--- config.mk ---
export PLATFORM = sky130hd
export DESIGN_NAME = wdrf_watchdog
export DESIGN_NICKNAME = d
export VERILOG_FILES = /design/src/pkg/wdrf_pkg.sv /design/src/rtl/wdrf_sync.sv /design/src/rtl/wdrf_watchdog.sv
export VERILOG_INCLUDE_DIRS = /design/src /design/src/pkg
export SDC_FILE = /design/constraint.sdc
export NUM_CORES = 1
export LEC_CHECK = 0
export ABC_AREA = 1
export BUFFER_PORTS_ARGS = -buffer_cell sky130_fd_sc_hd__buf_4
export CAP_MARGIN = 20
export CORE_MARGIN = 1.5
export CORE_UTILIZATION = 45
export DETAILED_ROUTE_END_ITERATION = 8
export HOLD_SLACK_MARGIN = 0.12
export PLACE_DENSITY = 0.7
export SYNTH_ARGS = -nofsm -noshare
export SYNTH_HDL_FRONTEND = slang
export SYNTH_HIERARCHICAL = 1
export SYNTH_SLANG_ARGS = --single-unit
--- constraint.sdc ---
create_clock -name pclk -period 2.6 [get_ports pclk]
set_clock_uncertainty 0.2 [all_clocks]
set_input_delay 0.26 -clock pclk [delete_from_list [all_inputs] [get_ports pclk]]
set_output_delay 0.26 -clock pclk [all_outputs]
set_load 0.05 [all_outputs]
--- src/pkg/wdrf_defs.svh ---
// Offsets, field positions, reset values and timing counts of the watchdog block
`ifndef WDRF_DEFS_SVH
`define WDRF_DEFS_SVH

// ----------------------------------------
// Register byte offsets
// ----------------------------------------
`define WDRF_OFS_CTRL 8'h00
`define WDRF_OFS_FLAGS 8'h04
`define WDRF_OFS_EVT 8'h08
`define WDRF_OFS_MASK 8'h0c
`define WDRF_OFS_STAT 8'h10

// ----------------------------------------
// Field positions and values
// ----------------------------------------
`define WDRF_CTRL_RST 8'h53
`define WDRF_KEY_ENA_A 5'h0a
`define WDRF_KEY_ENA_B 5'h15
`define WDRF_FLAGS_KEYF 0
`define WDRF_FLAGS_UVF 2
`define WDRF_EVT_OVF 0
`define WDRF_EVT_KEY 1
`define WDRF_EVT_UV 2
`define WDRF_EVT_W 3
`define WDRF_STAT_TO 0
`define WDRF_STAT_ENA 1
`define WDRF_STAT_PEND 2
`define WDRF_CNT_W 18

// ----------------------------------------
// Timing
// ----------------------------------------
`define WDRF_CLK_PERIOD_NS 50
`define WDRF_KEY_RESET_DELAY_NS 1000
`define WDRF_UV_QUALIFY_NS 60000
`define WDRF_KEY_RESET_CYCLES ((`WDRF_KEY_RESET_DELAY_NS + `WDRF_CLK_PERIOD_NS - 1) / `WDRF_CLK_PERIOD_NS)
`define WDRF_UV_QUALIFY_CYCLES ((`WDRF_UV_QUALIFY_NS + `WDRF_CLK_PERIOD_NS - 1) / `WDRF_CLK_PERIOD_NS)

`endif

--- src/pkg/wdrf_pkg.sv ---
// Types shared by the watchdog block
package wdrf_pkg;

	// APB request from the master
	typedef struct packed
	{
		logic psel;
		logic penable;
		logic pwrite;
		logic [7:0] paddr;
		logic [31:0] pwdata;
	} wdrf_apb_req_t;

	// Key reset sequencer states
	typedef enum logic [2:0]
	{
		KEY_ARMED = 3'b001,
		KEY_DELAY = 3'b010,
		KEY_FIRE = 3'b100
	} wdrf_key_state_t;

endpackage

--- src/rtl/wdrf_sync.sv ---
// Two-stage synchroniser for pin-level inputs
`timescale 1ns/1ps
module wdrf_sync #(
	parameter int WIDTH = 1 // Number of bits
)(
	input wire logic clk, // Clock
	input wire logic rst_n, // Async reset, active low
	input wire logic [WIDTH-1:0] din, // Asynchronous inputs
	output logic [WIDTH-1:0] dout // Synchronised outputs
);

	logic [WIDTH-1:0] meta_ff; // First stage, read only by second

	// ----------------------------------------
	// Two flops in series
	// ----------------------------------------
	always_ff @(posedge clk or negedge rst_n)
	begin
		if (!rst_n)
		begin
			meta_ff <= '0;
			dout <= '0;
		end
		else
		begin
			meta_ff <= din;
			dout <= meta_ff;
		end
	end

endmodule

--- src/rtl/wdrf_watchdog.sv ---
// Watchdog timer with reset-source flags and APB register slave
//
// Behaviour
// RULE_01: Counter clocked by slow RC, power-two divide
// RULE_02: Selector picks 2^8..2^18 divide ratio
// RULE_03: Enabled only for keys 01010 or 10101
// RULE_04: Bad key: delayed full reset, flag set
// RULE_05: Power-on key 01010, selector 011
// RULE_06: Counter cleared by bad key, clear, halt
// RULE_07: Software clears watchdog before timeout
// RULE_08: Overflow when running: full reset, timeout flag
// RULE_09: Overflow asleep: timeout flag, clear PC/SP
// RULE_10: Key-reset flag set by hardware, software clears
// RULE_11: Undervoltage flag set on reset, software clears
// RULE_12: Undervoltage reset only after qualification time
// RULE_13: Undervoltage reset disabled in sleep/idle
// RULE_14: Power-on reset clears program counter
// RULE_15: Power-on reset presets ports to ones
// RULE_16: Unused reset-flag bits read zero
// RULE_17: Overflow asleep also wakes the core
// RULE_18: Overflow one-cycle pulse; counter runs asleep
//
// Implementation choices: register access over APB and the placing of the registers.
`timescale 1ns/1ps
`include "wdrf_defs.svh"
module wdrf_watchdog #(
	parameter int KEY_RESET_CYCLES = `WDRF_KEY_RESET_CYCLES, // Key reset delay
	parameter int UV_QUALIFY_CYCLES = `WDRF_UV_QUALIFY_CYCLES // Low-supply qualify
)(
	input wire logic pclk, // Bus clock, 20 MHz
	input wire logic presetn, // Power-on reset, active low
	input wire wdrf_pkg::wdrf_apb_req_t apb_req, // APB request
	output logic [31:0] prdata, // APB read data
	output logic pready, // APB ready
	output logic pslverr, // APB error, unmapped
	input wire logic slow_rc_clock, // Slow RC oscillator pin
	input wire logic low_supply, // Supply below threshold
	input wire logic sleep_idle, // Core in sleep or idle
	input wire logic clear_watchdog_instruction, // Clear instruction pulse
	input wire logic halt_instr, // Halt instruction pulse
	output logic device_reset, // Full reset pulse
	output logic pc_sp_clear, // Clear PC and stack pointer
	output logic port_preset, // Preset ports to ones
	output logic wake_up, // Wake-up pulse
	output logic timeout_status_flag, // Timeout status
	output logic irq // Level interrupt
);
	import wdrf_pkg::*;

	// ----------------------------------------
	// Declarations
	// ----------------------------------------
	logic [1:0] pin_sync; // Synchronised pins
	logic rc_prev_ff; // Previous slow clock level
	logic [7:0] ctrl_ff; // watchdog_control
	logic [7:0] nxt_ctrl; // Next control value
	logic [`WDRF_CNT_W-1:0] cnt_ff; // Watchdog counter
	logic [`WDRF_CNT_W-1:0] nxt_cnt; // Next counter
	wdrf_key_state_t key_state_ff; // Key sequencer state
	wdrf_key_state_t nxt_key_state; // Next key state
	logic [15:0] key_cnt_ff; // Key delay counter
	logic [15:0] nxt_key_cnt; // Next key delay
	logic [15:0] uv_cnt_ff; // Low-supply counter
	logic [15:0] nxt_uv_cnt; // Next low-supply count
	logic uv_done_ff; // Low-supply reset already fired
	logic key_flag_ff; // key_reset_flag
	logic uv_flag_ff; // undervoltage_reset_flag
	logic to_ff; // timeout_status_flag
	logic [`WDRF_EVT_W-1:0] evt_ff; // Sticky event status
	logic [`WDRF_EVT_W-1:0] nxt_evt; // Next event status
	logic [`WDRF_EVT_W-1:0] mask_ff; // Event mask
	logic [31:0] prdata_ff; // Read data register
	logic pready_ff; // Ready register
	logic pslverr_ff; // Error register
	logic device_reset_ff; // Full reset output
	logic pc_sp_clear_ff; // PC/SP clear output
	logic port_preset_ff; // Port preset output
	logic wake_up_ff; // Wake-up output
	logic irq_ff; // Interrupt output

	// ----------------------------------------
	// Pin synchronisers
	// ----------------------------------------
	wdrf_sync #(
		.WIDTH(2)
	) u_sync (
		.clk(pclk),
		.rst_n(presetn),
		.din({low_supply, slow_rc_clock}),
		.dout(pin_sync)
	);

	// ----------------------------------------
	// Decode and selection
	// ----------------------------------------
	wire rc_sync = pin_sync[0]; // Slow clock level
	wire uv_low = pin_sync[1]; // Low supply level
	// RULE_01 slow clock edge
	wire slow_tick = rc_sync & ~rc_prev_ff;
	wire [4:0] key = ctrl_ff[7:3]; // wdt_key_field
	wire [2:0] tsel = ctrl_ff[2:0]; // timeout_select
	// RULE_03 enabling keys
	wire key_ok = (key == `WDRF_KEY_ENA_A) || (key == `WDRF_KEY_ENA_B);
	wire setup = apb_req.psel & ~apb_req.penable; // Setup phase
	wire access = apb_req.psel & apb_req.penable & pready_ff; // Completion
	wire wr = access & apb_req.pwrite; // Write completes
	wire rd = access & ~apb_req.pwrite; // Read completes
	wire hit_ctrl = apb_req.paddr == `WDRF_OFS_CTRL; // Control hit
	wire hit_flags = apb_req.paddr == `WDRF_OFS_FLAGS; // Flags hit
	wire hit_evt = apb_req.paddr == `WDRF_OFS_EVT; // Event hit
	wire hit_mask = apb_req.paddr == `WDRF_OFS_MASK; // Mask hit
	wire hit_stat = apb_req.paddr == `WDRF_OFS_STAT; // Status hit
	wire mapped = hit_ctrl | hit_flags | hit_evt | hit_mask | hit_stat;
	wire wr_ctrl = wr & hit_ctrl; // Control write
	wire [4:0] wkey = apb_req.pwdata[7:3]; // Written key
	// RULE_06 bad key write clears counter
	wire bad_key_wr = wr_ctrl & ~((wkey == `WDRF_KEY_ENA_A) || (wkey == `WDRF_KEY_ENA_B));

	// RULE_02 divide ratio mask
	function automatic logic [`WDRF_CNT_W-1:0] div_mask(input logic [2:0] s);
		logic [`WDRF_CNT_W-1:0] m;
		m = '0;
		case (s)
			3'h0: m = 18'h000ff;
			3'h1: m = 18'h003ff;
			3'h2: m = 18'h00fff;
			3'h3: m = 18'h03fff;
			3'h4: m = 18'h07fff;
			3'h5: m = 18'h0ffff;
			3'h6: m = 18'h1ffff;
			default: m = 18'h3ffff;
		endcase
		return m;
	endfunction

	wire [`WDRF_CNT_W-1:0] mask_sel = div_mask(tsel); // Selected ratio
	// RULE_18 single-cycle carry out
	wire ovf = slow_tick & key_ok & ((cnt_ff & mask_sel) == mask_sel);
	// RULE_08 overflow while running
	wire ovf_run = ovf & ~sleep_idle;
	// RULE_09 overflow while asleep
	wire ovf_sleep = ovf & sleep_idle;
	// RULE_04 fixed-delay key reset fires
	wire key_fire = key_state_ff == KEY_FIRE;
	// RULE_12 qualified low supply
	wire uv_fire = uv_low & ~sleep_idle & ~uv_done_ff & (uv_cnt_ff == UV_QUALIFY_CYCLES[15:0]);
	wire full_rst = ovf_run | key_fire | uv_fire; // Any full reset
	wire [`WDRF_EVT_W-1:0] evt_set = {uv_fire, key_fire, ovf}; // Event sources

	// RULE_16 unused flag bits zero
	wire [31:0] flags_word = (32'(uv_flag_ff) << `WDRF_FLAGS_UVF) | (32'(key_flag_ff) << `WDRF_FLAGS_KEYF);
	wire [31:0] stat_word = (32'(to_ff) << `WDRF_STAT_TO) | (32'(key_ok) << `WDRF_STAT_ENA)
		| (32'(key_state_ff != KEY_ARMED) << `WDRF_STAT_PEND);
	wire [31:0] rdata_mux = hit_ctrl ? {24'h000000, ctrl_ff} :
		hit_flags ? flags_word :
		hit_evt ? {29'h00000000, evt_ff} :
		hit_mask ? {29'h00000000, mask_ff} :
		hit_stat ? stat_word : 32'h00000000;

	// ----------------------------------------
	// Next-state logic
	// ----------------------------------------
	// Control register: a full reset reloads defaults
	// RULE_05 default key and selector
	assign nxt_ctrl = full_rst ? `WDRF_CTRL_RST : (wr_ctrl ? apb_req.pwdata[7:0] : ctrl_ff);

	// Counter: clears win, otherwise counts slow ticks
	always_comb
	begin
		nxt_cnt = cnt_ff;
		// RULE_06 the three clear causes plus a full reset
		if (bad_key_wr || clear_watchdog_instruction || halt_instr || full_rst)
		begin
			nxt_cnt = '0;
		end
		// RULE_18 runs also in sleep and idle
		else if (ovf)
		begin
			nxt_cnt = '0;
		end
		// RULE_01 count divided slow clock
		else if (slow_tick && key_ok)
		begin
			nxt_cnt = cnt_ff + 18'h00001;
		end
	end

	// Key sequencer: bad key waits the delay then fires
	always_comb
	begin
		nxt_key_state = key_state_ff;
		nxt_key_cnt = key_cnt_ff;
		case (key_state_ff)
			KEY_ARMED:
			begin
				// RULE_03 any other key requests reset
				if (!key_ok)
				begin
					nxt_key_state = KEY_DELAY;
					nxt_key_cnt = KEY_RESET_CYCLES[15:0];
				end
			end
			KEY_DELAY:
			begin
				// RULE_04 fixed delay runs out
				if (key_cnt_ff <= 16'h0001)
				begin
					nxt_key_state = KEY_FIRE;
					nxt_key_cnt = 16'h0000;
				end
				else
				begin
					nxt_key_cnt = key_cnt_ff - 16'h0001;
				end
			end
			KEY_FIRE:
			begin
				// Control reloaded by the same reset on this edge
				nxt_key_state = KEY_ARMED;
			end
			default:
			begin
				nxt_key_state = KEY_ARMED;
				nxt_key_cnt = 16'h0000;
			end
		endcase
	end

	// Low-supply qualification counter
	always_comb
	begin
		nxt_uv_cnt = 16'h0000;
		// RULE_13 inactive in sleep and idle
		if (uv_low && !sleep_idle && !uv_done_ff && !uv_fire)
		begin
			nxt_uv_cnt = uv_cnt_ff + 16'h0001;
		end
	end

	// Sticky events: set wins over read clear
	assign nxt_evt = evt_set | ((rd && hit_evt) ? {`WDRF_EVT_W{1'b0}} : evt_ff);

	// ----------------------------------------
	// Timer and sequencer registers
	// ----------------------------------------
	always_ff @(posedge pclk or negedge presetn)
	begin
		if (!presetn)
		begin
			rc_prev_ff <= 1'b0;
			ctrl_ff <= `WDRF_CTRL_RST;
			cnt_ff <= '0;
			key_state_ff <= KEY_ARMED;
			key_cnt_ff <= 16'h0000;
			uv_cnt_ff <= 16'h0000;
			uv_done_ff <= 1'b0;
		end
		else
		begin
			rc_prev_ff <= rc_sync;
			ctrl_ff <= nxt_ctrl;
			cnt_ff <= nxt_cnt;
			key_state_ff <= nxt_key_state;
			key_cnt_ff <= nxt_key_cnt;
			uv_cnt_ff <= nxt_uv_cnt;
			// One undervoltage reset per low episode
			uv_done_ff <= uv_low & (uv_done_ff | uv_fire);
		end
	end

	// ----------------------------------------
	// Reset-source flags
	// ----------------------------------------
	always_ff @(posedge pclk or negedge presetn)
	begin
		if (!presetn)
		begin
			key_flag_ff <= 1'b0;
			uv_flag_ff <= 1'b0;
			to_ff <= 1'b0;
		end
		else
		begin
			// RULE_10 hardware set wins over write
			key_flag_ff <= key_fire | ((wr && hit_flags) ? apb_req.pwdata[`WDRF_FLAGS_KEYF] : key_flag_ff);
			// RULE_11 set on undervoltage reset
			uv_flag_ff <= uv_fire | ((wr && hit_flags) ? apb_req.pwdata[`WDRF_FLAGS_UVF] : uv_flag_ff);
			// RULE_08 timeout flag on overflow
			to_ff <= ovf | (to_ff & ~clear_watchdog_instruction & ~halt_instr);
		end
	end

	// ----------------------------------------
	// Interrupt status and mask
	// ----------------------------------------
	always_ff @(posedge pclk or negedge presetn)
	begin
		if (!presetn)
		begin
			evt_ff <= '0;
			mask_ff <= '0;
			irq_ff <= 1'b0;
		end
		else
		begin
			evt_ff <= nxt_evt;
			if (wr && hit_mask)
			begin
				mask_ff <= apb_req.pwdata[`WDRF_EVT_W-1:0];
			end
			irq_ff <= |(evt_ff & mask_ff);
		end
	end

	// ----------------------------------------
	// APB answer, zero wait states
	// ----------------------------------------
	always_ff @(posedge pclk or negedge presetn)
	begin
		if (!presetn)
		begin
			prdata_ff <= 32'h00000000;
			pready_ff <= 1'b0;
			pslverr_ff <= 1'b0;
		end
		else
		begin
			pready_ff <= setup;
			pslverr_ff <= setup & ~mapped;
			// Read data latched in setup phase
			prdata_ff <= (setup && !apb_req.pwrite) ? rdata_mux : 32'h00000000;
		end
	end

	// ----------------------------------------
	// Reset and wake outputs
	// ----------------------------------------
	always_ff @(posedge pclk or negedge presetn)
	begin
		if (!presetn)
		begin
			device_reset_ff <= 1'b0;
			// RULE_14 PC cleared on power-on
			pc_sp_clear_ff <= 1'b1;
			// RULE_15 ports preset on power-on
			port_preset_ff <= 1'b1;
			wake_up_ff <= 1'b0;
		end
		else
		begin
			// RULE_08 full reset on overflow
			device_reset_ff <= full_rst;
			// RULE_09 only PC and SP when asleep
			pc_sp_clear_ff <= ovf_sleep;
			port_preset_ff <= 1'b0;
			// RULE_17 overflow asleep wakes core
			wake_up_ff <= ovf_sleep;
		end
	end

	// ----------------------------------------
	// Output wiring
	// ----------------------------------------
	assign prdata = prdata_ff;
	assign pready = pready_ff;
	assign pslverr = pslverr_ff;
	assign device_reset = device_reset_ff;
	assign pc_sp_clear = pc_sp_clear_ff;
	assign port_preset = port_preset_ff;
	assign wake_up = wake_up_ff;
	assign timeout_status_flag = to_ff;
	assign irq = irq_ff;

endmodule

==> impl_results.md <==
* Initial DRT Pass Iterations at 6
* Buffers on Ports at 41
* Top cells by count, synth: nand2_1 (187), inv_1 (108), dfrtp_1 (84)
* Antenna-violating nets left at 0
* Placeable Area at 11030 sq um
* Post-synth top area cell: dfrtp_1
* Gr ovfl total at 0
* Post-Place Worst Slack at 0.4334 ns
* Largest net degree at the start of global routing at 48
* Worst vdd ir at roughly 570 uV
* Syn-to-layout area delta at 16.58%
* Syn Inst Count at 699
* Cell with the most instances after synthesis: nand2_1
* Final Hold Viols at 0
* Max Root-Sink Buffers at 2
* Netlist cell types at 35
* CP Max Fanout at 9
* Mapped Avg Cell Area at 7.396 sq um
* Worst Path Arrival at 2.23 ns
* Clk_lat worst skew at 0.35 ns
* Initial core utilization at 0.4687
* Via Count at 4452
* CTS Sinks at a little over 90
* Hold Crit Class: input pin to flop
* Post-route setup slack at roughly 0.4 ns
* Yosys Warn Count at 6
* Setup CP Type: flop to flop
* Initial DRC Count at roughly 260
* Clk pin slew, worst setup/hold paths at ~0.070 ns
* WHS at 0.1384 ns
* RSZ-0062 raised after global routing: false
* Die H at 110.2 um
* Hold_buf cts at 17
* Worst-margin pin slew at 0.5854 ns
* Worst r2r src: ctrl_ff[4]$_DFFE_PN1P_
* Final WL at between 10000 and 15000 um
* CTS-repair resized insts at 0
* # diodes at 0
* CP Launch Point: ctrl_ff[4]$_DFFE_PN1P_
* Final setup viols at 0
* Via density at 4.876
* Ranking of synthesized cells by area: dfrtp_1 (41%), nand2_1 (14%), inv_1 (7.8%), nor2_1 (5.9%), nand3_1 (5.4%)
* Global-route wire length before repair at 18370 um
* Number of synthesized flops with an enable pin at 0
* Critical path endpoint category: flop
* Static leakage at roughly 3.1 nW
* Final nets at 823
* Ports at 90
* CTS tree: built
* FILL cells at between 1000 and 1500
* Die ar. at 12140 sq um
* Asr flop ratio synth at 1.000
* Worst setup path end: cnt_ff[14]$_DFFE_PN0P_
* Critical path data required time at 2.64 ns
* PD cells at 591.7 nW/um^2
* Initial antenna violation count at 0
* Flops & latches, synth at 91
* Num rows at 38
* Setup Fix Bufs, Post-CTS at 0
* Die Span X at about 110 um
* Tot GR Track Use at 0.1931
* Ys flop type: dfrtp_1
* Max-slew violations at 0
* Vias in the first global route at 4186
* Synth top area share at 0.4066
* Reg2Reg Setup Slack at 0.40 ns
* H-Tree Depth at 3
* Drt drc at 0
* Root Driver: clkbuf_16
* WL/cell at roughly 12 um
* Fin crit period at 2.199 ns
* Share of post-route cells with drive strength above 1 at 0.1138
* Setup TNS at 0 ns
* R2r worst-path depth at 12
* Startpoint types: flop
* GPL Wtd Cong at 0.9345
* Sequential fraction of the synthesis area at 0.4422
* Max Cap Viol at 0
* Outcome: completed
* Final period util at 0.8456
* Post-DP HPWL at 7720 um
* Reg-to-reg endpoint: cnt_ff[14]$_DFFE_PN0P_
* Post-synthesis cell area at 5170 sq um
* Peak Freq at 0.4549 GHz
* CTS Buf Count at 9
* Rel. slew slack at 0.6097
flip-flops by register name, indices dropped and copies added, names as in the netlist, 2 cells and up:
| signal | count |
|---|---|
| u_sync/dout | 2 |
| key_cnt_ff | 16 |
| cnt_ff | 18 |
| evt_ff | 3 |
| prdata | 8 |
| uv_cnt_ff | 16 |
| mask_ff | 3 |
| ctrl_ff | 8 |
| key_state_ff | 3 |
| u_sync/meta_ff | 2 |
logic make-up (layout without fill, tap and decap cells):
group	after synthesis	after routing	synth area share
xor+xnor	24	24	0.04066
mux	1	1	0.002178
compound gates	47	47	0.04913
other cells	1	25	0.0007253
simple gates	388	388	0.3284
buf+inv	142	192	0.1246
fa+ha+maj	5	5	0.01210
flops	91	91	0.4422
power by group:
group	internal, mW	leakage, nW	switching [mW]	total (mW)
logic	0.262	1.77	0.522	0.784
clock network	0.647	0.133	0.544	1.19
registers	1.52	1.21	0.0750	1.59
final cells by class:
type,count,area [sq um],area share
timing repair buffer,67,558.0,0.09259
multi-input combinational,490,2330,0.3865
sequential,91,2286,0.3793
clock inverter,6,40.04,0.006643
inverter,109,409.1,0.06788
clock buffer,10,229.0,0.03799
tap,140,175.2,0.02906
layout by cell type (no fill, tap or decap), types with 3 or more instances in the layout:
cell type,count
clkinv_2,3
nor2_1,81
a21oi_1,15
nand3_1,56
xor2_1,18
dfrtp_1,84
clkbuf_16,9
nor2_2,5
nor3_1,22
buf_4,49
conb_1,25
nor2_4,4
nand4_1,16
ha_1,5
inv_1,108
o21ai_0,24
dlygate4sd3_1,17
dfstp_2,7
xnor2_1,6
nor4_1,5
nor3b_1,5
nand2_1,187
stage by stage:
stage / instance area, sq um / power [mW] / instances / utilization
after floorplan: 5260 / 2.197 / 723 / -
after global placement: 5588 / 2.351 / 880 / 0.5066
after detailed placement: 5588 / 2.373 / 880 / 0.5066
after CTS: 6027 / 3.597 / 913 / 0.5464
after global routing: 6027 / 3.795 / 913 / 0.5464
final: 6027 / 3.566 / 913 / 0.5464
routing by layer:
metal,share of wire,global-route usage,up-vias,routed length (um)
met3,0.053,0.05056,17,563
met4,0.017,0.06593,0,179
met2,0.47,0.3203,102,4982
li1,-,-,2281,-
met1,0.46,0.2449,2052,4906
met5,0,0,-,0
critical path, stage by stage, from the launching register on:
cell and delay [ns]:
dfstp_2 0.54, nand2_1 0.05, inv_1 0.04, nand3_1 0.05, nand2_1 0.17, nand2_1 0.11, inv_1 0.29, nand4_1 0.18
buf_4 0.20, nand2_1 0.06, inv_1 0.04, nand3_1 0.08, nand2_1 0.06
how the worst min path moves through the flow:
stage | startpoint | end | slack, ns | cells past startpoint
3_5_place_dp | presetn | key_cnt_ff[14]$_DFFE_PN0P_ | 0.10 | 1
6_report | apb_req[35] | key_flag_ff$_DFF_PN0_ | 0.14 | 4
2_1_floorplan | presetn | cnt_ff[0]$_DFFE_PN0P_ | -0.24 | 0
5_1_grt | apb_req[42] | prdata[4]$_DFF_PN0_ | 0.15 | 5
3_3_place_gp | presetn | key_cnt_ff[14]$_DFFE_PN0P_ | 0.10 | 1
4_1_cts | apb_req[35] | key_flag_ff$_DFF_PN0_ | 0.13 | 4
Note: power is estimated with default switching activity, not from simulation.
